--- src/rtl/wide_access_pkg.sv ---
// package for the timer wide-register byte access path
// assumes one clock, synchronous active-low reset, 8-bit processor bus
package wide_access_pkg;
   localparam int          BYTE_W      = 8;
   localparam int          WORD_W      = 16;
   localparam int          SEL_W       = 3;
   // register selector codes on the processor side
   localparam logic [2:0]  SEL_COUNT   = 3'h0;
   localparam logic [2:0]  SEL_CMP_A   = 3'h1;
   localparam logic [2:0]  SEL_CMP_B   = 3'h2;
   localparam logic [2:0]  SEL_CMP_C   = 3'h3;
   localparam logic [2:0]  SEL_CAPTURE = 3'h4;
   localparam logic [7:0]  HOLD_RST    = 8'h00;
   localparam logic [15:0] WORD_RST    = 16'h0000;
   localparam logic [7:0]  RDATA_RST   = 8'h00;

   // one byte access from the processor
   typedef struct packed {
      logic       wr;
      logic       rd;
      logic [2:0] sel;
      logic       hi;
      logic [7:0] wdata;
   } byte_req_t;

   // one 16-bit commit toward the timer core
   typedef struct packed {
      logic       valid;
      logic [2:0] sel;
      logic [15:0] data;
   } word_commit_t;
endpackage

--- src/rtl/wide_access.sv ---
// byte access path to the 16-bit count, compare and capture registers
// assumes a timer core that presents its live words and accepts commits
`timescale 1ns/10ps

////////////////////////////////////////////////////////////////////////////////
// Summary of operation
// - wide registers reached as two byte accesses
// - one 8-bit holding register per timer
// - holding register shared by all wide registers
// - transfer happens only on low-byte access
// - low write commits holding plus byte
// - low read returns low, captures high
// - compare reads bypass the holding register
module wide_access (
   input  wire logic                      sys_clk,
   input  wire logic                      rst_n,
   input  wire wide_access_pkg::byte_req_t req,
   input  wire logic [15:0]               timer_count_value,
   input  wire logic [15:0]               capture_value_reg,
   input  wire logic [47:0]               compare_value_regs,
   output wide_access_pkg::word_commit_t  commit_r,
   output logic [7:0]                     rdata_r,
   output logic [7:0]                     hold_r
);
   ////////////////////////////////////////////////////////////////////////////////
   function automatic logic is_compare(input logic [2:0] sel);
      is_compare = (sel == wide_access_pkg::SEL_CMP_A) ||
                   (sel == wide_access_pkg::SEL_CMP_B) ||
                   (sel == wide_access_pkg::SEL_CMP_C);
   endfunction

   logic [15:0] word_sel;
   logic [7:0]  hold_q;
   logic        hold_load;
   logic [7:0]  hold_nxt;
   logic [7:0]  rdata_nxt;
   logic [15:0] cmp_word [3];

   // the three compare words are sliced alike
   for (genvar g = 0; g < 3; g++) begin : g_cmp
      assign cmp_word[g] = compare_value_regs[16*g +: 16];
   end

   // unknown selectors read as zero rather than alias a real register
   always_comb begin
      unique case (req.sel)
         wide_access_pkg::SEL_COUNT:   word_sel = timer_count_value;
         wide_access_pkg::SEL_CMP_A:   word_sel = cmp_word[0];
         wide_access_pkg::SEL_CMP_B:   word_sel = cmp_word[1];
         wide_access_pkg::SEL_CMP_C:   word_sel = cmp_word[2];
         wide_access_pkg::SEL_CAPTURE: word_sel = capture_value_reg;
         default:                      word_sel = wide_access_pkg::WORD_RST;
      endcase
   end

   ////////////////////////////////////////////////////////////////////////////////
   // holding register load: high writes and low reads of non-compare words
   always_comb begin
      hold_load = 1'b0;
      hold_nxt  = hold_q;
      if (req.wr && req.hi) begin
         hold_load = 1'b1;
         hold_nxt  = req.wdata;
      end else if (req.rd && !req.hi && !is_compare(req.sel)) begin
         hold_load = 1'b1;
         hold_nxt  = word_sel[15:8];
      end
   end

   // one instance for every wide register: no per-register copy
   wide_hold_byte u_hold (
      .sys_clk   (sys_clk),
      .rst_n     (rst_n),
      .load      (hold_load),
      .load_data (hold_nxt),
      .hold_q    (hold_q)
   );

   always_ff @(posedge sys_clk) begin
      if (!rst_n) begin
         hold_r <= wide_access_pkg::HOLD_RST;
      end else begin
         hold_r <= hold_nxt;
      end
   end

   ////////////////////////////////////////////////////////////////////////////////
   // commit pulse; holding is not cleared so it can be reused
   // sel and data follow req every cycle; only valid marks a commit
   always_ff @(posedge sys_clk) begin
      if (!rst_n) begin
         commit_r <= '0;
      end else begin
         commit_r.valid <= req.wr && !req.hi;
         commit_r.sel   <= req.sel;
         commit_r.data  <= {hold_q, req.wdata};
      end
   end

   ////////////////////////////////////////////////////////////////////////////////
   // read data; byte ordering is the processor's duty
   // an interrupt access between the two bytes overwrites holding unseen
   always_comb begin
      rdata_nxt = rdata_r;
      if (req.rd) begin
         if (!req.hi) begin
            rdata_nxt = word_sel[7:0];
         end else if (is_compare(req.sel)) begin
            rdata_nxt = word_sel[15:8];
         end else begin
            rdata_nxt = hold_q;
         end
      end
   end

   always_ff @(posedge sys_clk) begin
      if (!rst_n) begin
         rdata_r <= wide_access_pkg::RDATA_RST;
      end else begin
         rdata_r <= rdata_nxt;
      end
   end
endmodule

--- src/rtl/wide_hold_byte.sv ---
// shared high-byte holding register of one wide timer
// assumes the parent decides when it loads and with what
`timescale 1ns/10ps
module wide_hold_byte (
   input  wire logic       sys_clk,
   input  wire logic       rst_n,
   input  wire logic       load,
   input  wire logic [7:0] load_data,
   output logic [7:0]      hold_q
);
   always_ff @(posedge sys_clk) begin
      if (!rst_n) begin
         hold_q <= wide_access_pkg::HOLD_RST;
      end else if (load) begin
         hold_q <= load_data;
      end
   end
endmodule

--- config.mk ---
export PLATFORM = sky130hd
export DESIGN_NAME = wide_access
export DESIGN_NICKNAME = d
export VERILOG_FILES = /design/src/rtl/wide_access_pkg.sv /design/src/rtl/wide_access.sv /design/src/rtl/wide_hold_byte.sv
export SDC_FILE = /design/constraint.sdc
export NUM_CORES = 1
export LEC_CHECK = 0
export ABC_AREA = 1
export BUFFER_PORTS_ARGS = -buffer_cell sky130_fd_sc_hd__buf_2
export CAP_MARGIN = 20
export CORE_MARGIN = 3
export CORE_UTILIZATION = 40
export CTS_CLUSTER_DIAMETER = 150
export DETAILED_ROUTE_END_ITERATION = 8
export HOLD_SLACK_MARGIN = 0.1
export PLACE_DENSITY = 0.73
export SLEW_MARGIN = 20
export SYNTH_ARGS = -nofsm -noshare
export SYNTH_HDL_FRONTEND = slang
export SYNTH_SLANG_ARGS = --single-unit
export TNS_END_PERCENT = 100
--- constraint.sdc ---
create_clock -name sys_clk -period 1.8 [get_ports sys_clk]
set_input_delay 0.54 -clock sys_clk [delete_from_list [all_inputs] [get_ports sys_clk]]
set_output_delay 0.54 -clock sys_clk [all_outputs]
set_load 0.005 [all_outputs]
==> results of run 1 <==
-- synth_stat cells --
cell type	n	share of area
buf_6	6	0.027
a31oi_1	2	0.0051
nand2_1	78	0.12
o21bai_1	1	0.0030
nand2_2	2	0.0051
nand4_1	25	0.063
dfxtp_1	44	0.36
inv_2	13	0.020
clkbuf_1	6	0.0091
a21oi_2	1	0.0035
o21ai_0	13	0.026
nand3_1	52	0.11
a21oi_1	13	0.026
nand3_4	1	0.0071
clkinv_1	2	0.0030
o21ai_4	1	0.0066
buf_4	5	0.015
nor3_1	1	0.0020
nor2_2	2	0.0051
buf_2	5	0.010
nor2_1	54	0.082
o21ai_1	13	0.026
inv_1	49	0.074
-- critical path, delay by kind of cell --
family,cells,cell delay [ps]
buffers and inverters,5,670
AND/OR/NAND/NOR,4,390
AO/OA/AOI/OAI,1,70
-- report_power, final --
group	total, mW	switching (mW)	internal (mW)	leakage, nW
clock network	0.790	0.337	0.454	0.0614
registers	1.05	0.0203	1.03	0.362
logic	0.528	0.296	0.233	1.55
-- state kept, by name, indices dropped and copies added (netlist names) --
name           flops
commit_r          20
hold_r             8
rdata_r            8
u_hold.hold_q      8
-- final timing paths --
path | end | slack, ps
min reg2reg | commit_r[14] | 430
max reg2reg | rdata_r[7] | 890
max | rdata_r[3] | 330
min | commit_r[14] | 430
-- routing by layer --
layer,vias up,global-route usage,part of all wire
li1,1512,-,-
met1,1297,0.268,0.41
met2,123,0.413,0.50
met3,16,0.0510,0.072
met4,0,0.0691,0.021
met5,-,0,0
-- kinds of logic (layout without fill, tap and decap cells) --
family,Yosys count,in the layout,share of synthesized area
AOI/OAI and AO/OA,44,44,0.0971
buffers and inverters,86,223,0.159
DFF,44,44,0.356
and+or+nand+nor,215,215,0.388
-- layout make-up --
| class | instances | area share |
|---|---|---|
| timing repair buffer | 151 | 0.255 |
| tap | 75 | 0.0276 |
| inverter | 64 | 0.0706 |
| clock inverter | 2 | 0.0114 |
| sequential | 44 | 0.259 |
| clock buffer | 6 | 0.0243 |
| multi-input combinational | 259 | 0.352 |
==> out/results.ini, run 1 <==
[run_status]
status=finished, final reports clean

[worst_hold_path]
min_path_type=flip-flop to flip-flop
worstHoldStart=u_hold.hold_q[6]
min_path_cells=2

[final_layout]
finish.instance_area_sq_um=3400
regArea_sq_um=881
multi_input_area_sq_um=1200
utilization=0.572
nets=621
syn_to_final_growth_pct=37.6
nFillCells=612
final_cell_count_no_fill=601
layout-drive-gt1-share=0.340
n_antenna_cell=0
final_common_cell=buf_2
mostFrequentLayoutCells=buf_2, nand2_1, nor2_1

[worst_setup_path]
path_cells=buf_2 -> inv_2 -> buf_4 -> o21ai_4 -> inv_2 -> nand3_1 -> nand2_1 -> inv_2 -> nor2_1 -> nor2_1
crit_path_frequent_cell=inv_2
cp-start-kind=primary input
setup.worst_path.start=req[11]
worstPathMaxFanout=11
required_ps=1990
max_stage_delay_ps=200
cp-end-kind=flip-flop
reg2reg_depth=6
arrival_ps=1670
cp_slowest_cell=inv_2
r2r-start=u_hold.hold_q[7]
critical_path_class=primary input to flip-flop

[global_route]
overflow=0
grt_antenna_before_repair=0
grt_pass1_wl_mm=13.2
first_global_vias=2946
grt_usage=0.229
grt_start_max_net_pins=31

[timing]
finalHoldViolCount=0
fin_crit_sh=0.819
tightest_slew_ps=420
relSlewSlack=0.718
fin_ws_ps=325
rsz0062_at_grt=false
fin_crit_ps=1470
setup_viol=0
final.setup.tns_ps=0
hold_slack_ps=427
slew_viol_final=0
max_freq_mhz=678
clock_skew_ps=3.68

[route]
drt-initial-drc-count=208
drt-total-wl_mm=8.08
vias=2948
wire_per_inst_um=13.4
firstDrtPassIters=5
vias_per_cell=4.91
drc=0
ant_nets=0

[die]
initial_core_util=0.415
die_x_um=84.6
ios=132
die_area_sq_um=7160
core-area_sq_um=5960
die_height_um=84.6
std_cell_rows=28

[placed_design]
place_ws_ps=22.8
hpwlAfterDp_mm=6.54
port_buffers=131
place_inst=593
placed_area_sq_um=3280
routabilityCongestion=0.916

[clock_network]
clk_latency_ps=300
clockBufferDepth=2
cts_tree=built
hold_buffers=0
numCtsBuffers=5
cts_root_buf=clkbuf_8
cts.sinks=44
cts_resized=0
cts.clk_slew.worst_paths_ps=80
post-cts-setup-buffers=0
htree_levels=2

[power_and_ir_drop]
powerDensity_nw_per_um2=696
peakVddDrop_v=0.000496
cellLeakagePower_nw=1.98
power_mw=2.37

[synthesis]
syn_inst=389
synth_seq_cells=44
yosysUniqueCellTypes=23
syn_area_per_cell_sq_um=6.36
syn_area_sq_um=2470
syn_nets=485
ys_seq_area_frac=0.356
yosysWarnings=0

[flow_run]
drv_cap=0

No activity file was read; power rests on OpenSTA's default activity.
==> inputs of run 2 (changes only) <==
- PLACE_DENSITY: 0.73 -> 0.75
- clock period: 1.8 -> 1.3 ns (I/O delays scaled with it)
==> run 2 against run 1 <==
Against the previous run:
- via count up 5.2%
- sequential cell count unchanged
- die area unchanged
- final area is 7.2% higher
- combinational power up 55%
- wire length grew 3.0%
- largest cell class unchanged
- clock skew up 0.80 ps
- clock power is 39% higher
==> out/results.ini, run 2 (synthesis gave the netlist of run 1 again) <==
[final_layout]
layout-drive-gt1-share=0.398  ; was 0.340
utilization=0.613  ; was 0.572
top_register=commit_r  ; unchanged
nets=640  ; was 621
largest_reg_flops=20  ; unchanged
final_common_cell=buf_2  ; unchanged
syn_to_final_growth_pct=47.5  ; was 37.6%
final_cell_count_no_fill=620  ; was 601
n_antenna_cell=0  ; unchanged
mostFrequentLayoutCells=buf_2, nand2_1, inv_1  ; was buf_2, nand2_1, nor2_1
regArea_sq_um=881  ; unchanged
multi_input_area_sq_um=1280  ; was 1200 sq um
nFillCells=568  ; was 612

[global_route]
grt_pass1_wl_mm=12.9  ; was 13.2 mm
grt_start_max_net_pins=25  ; was 31
grt_antenna_before_repair=0  ; unchanged
grt_usage=0.222  ; was 0.229
overflow=0  ; unchanged
first_global_vias=2946  ; unchanged

[die]
ios=132  ; unchanged
initial_core_util=0.415  ; unchanged
std_cell_rows=28  ; unchanged
core-area_sq_um=5960  ; unchanged
die_area_sq_um=7160  ; unchanged
die_height_um=84.6  ; unchanged
die_x_um=84.6  ; unchanged

[clock_network]
hold_buffers=0  ; unchanged
cts_resized=0  ; unchanged
cts_root_buf=clkbuf_8  ; unchanged
cts.clk_slew.worst_paths_ps=90  ; was 80 ps
post-cts-setup-buffers=0  ; unchanged
numCtsBuffers=5  ; unchanged
cts_tree=built  ; unchanged
clockBufferDepth=2  ; unchanged
htree_levels=2  ; unchanged
clk_latency_ps=300  ; about the same
cts.sinks=44  ; unchanged

[flow_run]
drv_cap=0  ; unchanged

[worst_hold_path]
min_to=commit_r[5]  ; was commit_r[14]
worstHoldStart=req[5]  ; was u_hold.hold_q[6]
min_path_type=primary input to flip-flop  ; was flip-flop to flip-flop
min_path_cells=3  ; was 2

[timing]
slew_viol_final=0  ; unchanged
clock_skew_ps=4.48  ; was 3.68 ps
fin_crit_ps=1230
tightest_slew_ps=242  ; was 420 ps
hold_slack_ps=289  ; was 427 ps
fin_crit_sh=0.948
relSlewSlack=0.839  ; was 0.718
rsz0062_at_grt=true  ; was false
setup_viol=0  ; unchanged
finalHoldViolCount=0  ; unchanged
max_freq_mhz=811

[placed_design]
routabilityCongestion=0.935  ; was 0.916
port_buffers=131  ; unchanged
place_inst=611  ; was 593
hpwlAfterDp_mm=6.52  ; was 6.54 mm

[route]
wl_met3_um=611  ; was 580 um
wire_per_inst_um=13.4  ; about the same
routed.top_layer=met4  ; unchanged
met1Wirelength_mm=3.31  ; about the same
vias=3100  ; was 2948
drc=0  ; unchanged
vias_per_cell=5.00  ; was 4.91
drt-initial-drc-count=177  ; was 208
drt-total-wl_mm=8.33  ; was 8.08 mm
ant_nets=0  ; unchanged
dr_wl_met2_mm=4.19  ; was 4.02 mm
firstDrtPassIters=4  ; was 5

[worst_setup_path]
required_ps=1490  ; was 1990 ps
arrival_ps=1420  ; was 1670 ps
r2r_end=rdata_r[4]  ; was rdata_r[7]
path_cells=buf_4 -> buf_4 -> o21ai_4 -> nand3_4 -> nand2_4 -> o21ai_1 -> a21oi_1 -> nor2_1  ; was buf_2 -> inv_2 -> buf_4 -> o21ai_4 -> inv_2 -> nand3_1 -> nand2_1 -> inv_2 -> nor2_1 -> nor2_1
worstPathMaxFanout=7  ; was 11
crit_path_frequent_cell=buf_4  ; was inv_2
cp-start-kind=primary input  ; unchanged
cp_slowest_cell=o21ai_4  ; was inv_2
reg2reg_depth=6  ; unchanged
r2r_setup_slack_ps=360  ; was 890 ps
max_stage_delay_ps=180  ; was 200 ps
cp-end-kind=flip-flop  ; unchanged
critPathBufInv=2  ; was 5
critical_path_class=primary input to flip-flop  ; unchanged
r2r-start=u_hold.hold_q[4]  ; was u_hold.hold_q[7]
path_delay_family=compound AO/OA/AOI/OAI gates  ; was buffers and inverters

[power_and_ir_drop]
powerDensity_nw_per_um2=926  ; was 696 nW/um^2
cellLeakagePower_nw=2.10  ; was 1.98 nW
peakVddDrop_v=0.000822  ; was 0.000496 V

[run_status]
status=finished, final reports clean  ; unchanged

## run 2: per-layer routing
layer	vias up	GRT usage
li1	1553	-
met1	1382	0.265
met3	26	0.0461
met4	0	0.0719
met5	-	0
met2	139	0.396
## run 2: worst max path at each step
stage          cells past startpoint          endpoint    start
2_1_floorplan                     10  u_hold.hold_q[2]  req[11]
3_3_place_gp                      12        rdata_r[3]  req[11]
6_report                           8  u_hold.hold_q[0]   req[9]
4_1_cts                           12        rdata_r[3]  req[11]
5_1_grt                            9         hold_r[6]   req[9]
3_5_place_dp                      12        rdata_r[3]  req[11]
## run 2: worst reg2reg max path, stage by stage (launching register included)
cell and delay [ps]:
dfxtp_1 340, inv_1 60, a21oi_1 210, nand2_2 90, inv_2 60, nor2_2 40, nor2_1 70
## run 2: layout make-up
| cell class | instances | area share |
|---|---|---|
| clock buffer | 6 | 0.0226 |
| timing repair buffer | 170 | 0.284 |
| clock inverter | 2 | 0.0106 |
| inverter | 64 | 0.0665 |
| tap | 75 | 0.0257 |
| sequential | 44 | 0.241 |
| multi-input combinational | 259 | 0.350 |
## run 2: power breakdown
| part | leakage, nW | switching (mW) | internal (mW) |
|---|---|---|---|
| combinational | 1.67 | 0.444 | 0.377 |
| sequential | 0.362 | 0.0284 | 1.43 |
| clock | 0.0614 | 0.476 | 0.628 |
| total | 2.10 | 0.948 | 2.43 |
## run 2: per-stage QoR
| stage | instance area (sq um) | setup WS (ps) | setup TNS, ps | power (mW) |
|---|---|---|---|---|
| 2_1_floorplan | 2500 | -68.5 | -648 | 1.87 |
| 3_3_place_gp | 3420 | -273 | -5460 | 2.24 |
| 3_5_place_dp | 3420 | -292 | -5830 | 2.25 |
| 4_1_cts | 3540 | 24.1 | 0 | 3.34 |
| 5_1_grt | 3650 | -12.6 | -34.2 | 3.53 |
| 6_report | 3650 | 67.1 | 0 | 3.38 |
==> inputs of run 3 (changes only) <==
- CTS_BUF_LIST: default -> sky130_fd_sc_hd__clkbuf_4
==> run 3 against run 2 <==
Against the previous run:
- first-iteration DRC count is 15% higher
- non-clock buffer count decreased by 1
- setup slack got worse by 20 ps
- register-to-register slack gained 30 ps
- highest routed layer unchanged
- critical endpoint is now rdata_r[6]
- die area did not move
- critical path type is now flip-flop to output port
- hold slack got worse by 77 ps
- largest power group unchanged
- via count decreased by 1.1%
==> out/results.ini, run 3 (synthesis gave the netlist of run 1 again) <==
[run_status]
status=finished, final reports clean  ; unchanged

[route]
drc=0  ; unchanged
routed.top_layer=met4  ; unchanged
wire_per_inst_um=13.2  ; was 13.4 um
vias=3066  ; was 3100
drt-total-wl_mm=8.16  ; was 8.33 mm
dr_wl_met2_mm=4.07  ; was 4.19 mm
drt-initial-drc-count=203  ; was 177
met1Wirelength_mm=3.32  ; was 3.31 mm
wl_met3_um=584  ; was 611 um
firstDrtPassIters=4  ; unchanged
ant_nets=0  ; unchanged
vias_per_cell=4.95  ; was 5.00

[die]
core-area_sq_um=5960  ; unchanged
initial_core_util=0.415  ; unchanged
die_height_um=84.6  ; unchanged
die_x_um=84.6  ; unchanged
std_cell_rows=28  ; unchanged
die_area_sq_um=7160  ; unchanged
ios=132  ; unchanged

[worst_setup_path]
path_delay_family=flip-flops  ; was compound AO/OA/AOI/OAI gates
max_stage_delay_ps=370  ; was 180 ps
cp_slowest_cell=dfxtp_1  ; was o21ai_4
path_cells=buf_2  ; was buf_4 -> buf_4 -> o21ai_4 -> nand3_4 -> nand2_4 -> o21ai_1 -> a21oi_1 -> nor2_1
arrival_ps=860  ; was 1420 ps
critPathBufInv=1  ; was 2
worstPathMaxFanout=2  ; was 7
cp-end-kind=output port  ; was flip-flop
critical_path_class=flip-flop to output port  ; was primary input to flip-flop
cp-start-kind=flip-flop  ; was primary input
required_ps=910  ; was 1490 ps

[timing]
finalHoldViolCount=0  ; unchanged
max_freq_mhz=798  ; was 811 MHz
fin_crit_ps=1250  ; was 1230 ps
slew_viol_final=0  ; unchanged
clock_skew_ps=8.98  ; was 4.48 ps
setup_viol=0  ; unchanged
tightest_slew_ps=240  ; was 242 ps
relSlewSlack=0.840  ; was 0.839
fin_crit_sh=0.964  ; was 0.948
hold_slack_ps=212  ; was 289 ps
final.setup.tns_ps=0  ; unchanged

[worst_hold_path]
min_path_type=primary input to flip-flop  ; unchanged

[global_route]
overflow=0  ; unchanged
grt_pass1_wl_mm=13.0  ; was 12.9 mm
grt_usage=0.222  ; about the same
grt_antenna_before_repair=0  ; unchanged
first_global_vias=2944  ; was 2946
grt_start_max_net_pins=25  ; unchanged

[power_and_ir_drop]
cellLeakagePower_nw=2.06  ; was 2.10 nW
power_mw=3.11  ; was 3.38 mW
powerDensity_nw_per_um2=878  ; was 926 nW/um^2
peakVddDrop_v=0.000965  ; was 0.000822 V

[final_layout]
layout-drive-gt1-share=0.381  ; was 0.398
n_antenna_cell=0  ; unchanged
final_common_cell=buf_2  ; unchanged
top_register=commit_r  ; unchanged
largest_reg_flops=20  ; unchanged
syn_to_final_growth_pct=43.2  ; was 47.5%
utilization=0.595  ; was 0.613
finish.instance_area_sq_um=3540  ; was 3650 sq um
nets=639  ; was 640
mostFrequentLayoutCells=buf_2, nand2_1, inv_1, nand3_1, nor2_1  ; was buf_2, nand2_1, inv_1
nFillCells=586  ; was 568

[clock_network]
cts_tree=built  ; unchanged
cts.clk_slew.worst_paths_ps=130  ; was 90 ps
cts.sinks=44  ; unchanged
clockBufferDepth=2  ; unchanged
clk_latency_ps=370  ; was 300 ps
post-cts-setup-buffers=0  ; unchanged
cts_root_buf=clkbuf_4  ; was clkbuf_8
htree_levels=2  ; unchanged
numCtsBuffers=5  ; unchanged

[placed_design]
routabilityCongestion=0.935  ; unchanged
hpwlAfterDp_mm=6.52  ; unchanged
port_buffers=131  ; unchanged
placed_area_sq_um=3420  ; unchanged

[flow_run]
drv_cap=0  ; unchanged

-- run 3: cell types whose count changed in the layout (fill, tap and decap cells not counted), moves of 2 or more --
cell	delta
nor2_1	+3
nand3_2	-2
clkbuf_8	-6
clkbuf_4	+7
buf_6	-3
nand3_1	+2
nor2_2	-3
-- run 3: path summary, 6_finish.rpt --
kind | end | slack, ps | startpoint | depth (start not counted)
max reg2reg | rdata_r[1] | 390 | u_hold.hold_q[1] | 6
min reg2reg | commit_r[13] | 440 | u_hold.hold_q[5] | 2
max | rdata_r[6] | 50 | rdata_r[6] | 1
min | commit_r[5] | 210 | req[5] | 3
-- run 3: layout make-up --
type / instances / area [sq um] / share of cell area
Clock inverter: 3 / 42.5 / 0.0120
Tap cell: 75 / 93.8 / 0.0265
Clock buffer: 5 / 37.5 / 0.0106
Inverter: 64 / 243 / 0.0685
Multi-Input combinational cell: 259 / 1250 / 0.353
Sequential cell: 44 / 881 / 0.249
Timing Repair Buffer: 169 / 996 / 0.281
-- run 3: repair_timing --
item	4_1_cts	5_1_grt
hold buffers	0	0
endpoints found under the setup margin	0	12
gates resized for setup	0	13
-- run 3: routing by layer --
| layer | GRT usage | vias up |
|---|---|---|
| met2 | 0.396 | 127 |
| met4 | 0.0820 | 0 |
| met5 | 0 | - |
| li1 | - | 1548 |
| met3 | 0.0343 | 19 |
| met1 | 0.268 | 1372 |
-- run 3: per-stage QoR --
step                std cells  worst slack [ps]
finish                    619              47.2
global route              619             -6.47
CTS                       619              56.0
detailed placement        611              -292
global placement          611              -273
floorplan                 389             -68.5
-- run 3: where the power goes --
part / leakage [nW] / internal [mW] / total [mW] / switching [mW]
registers: 0.362 / 1.43 / 1.46 / 0.0285
clock network: 0.0428 / 0.402 / 0.865 / 0.462
logic: 1.65 / 0.361 / 0.792 / 0.431
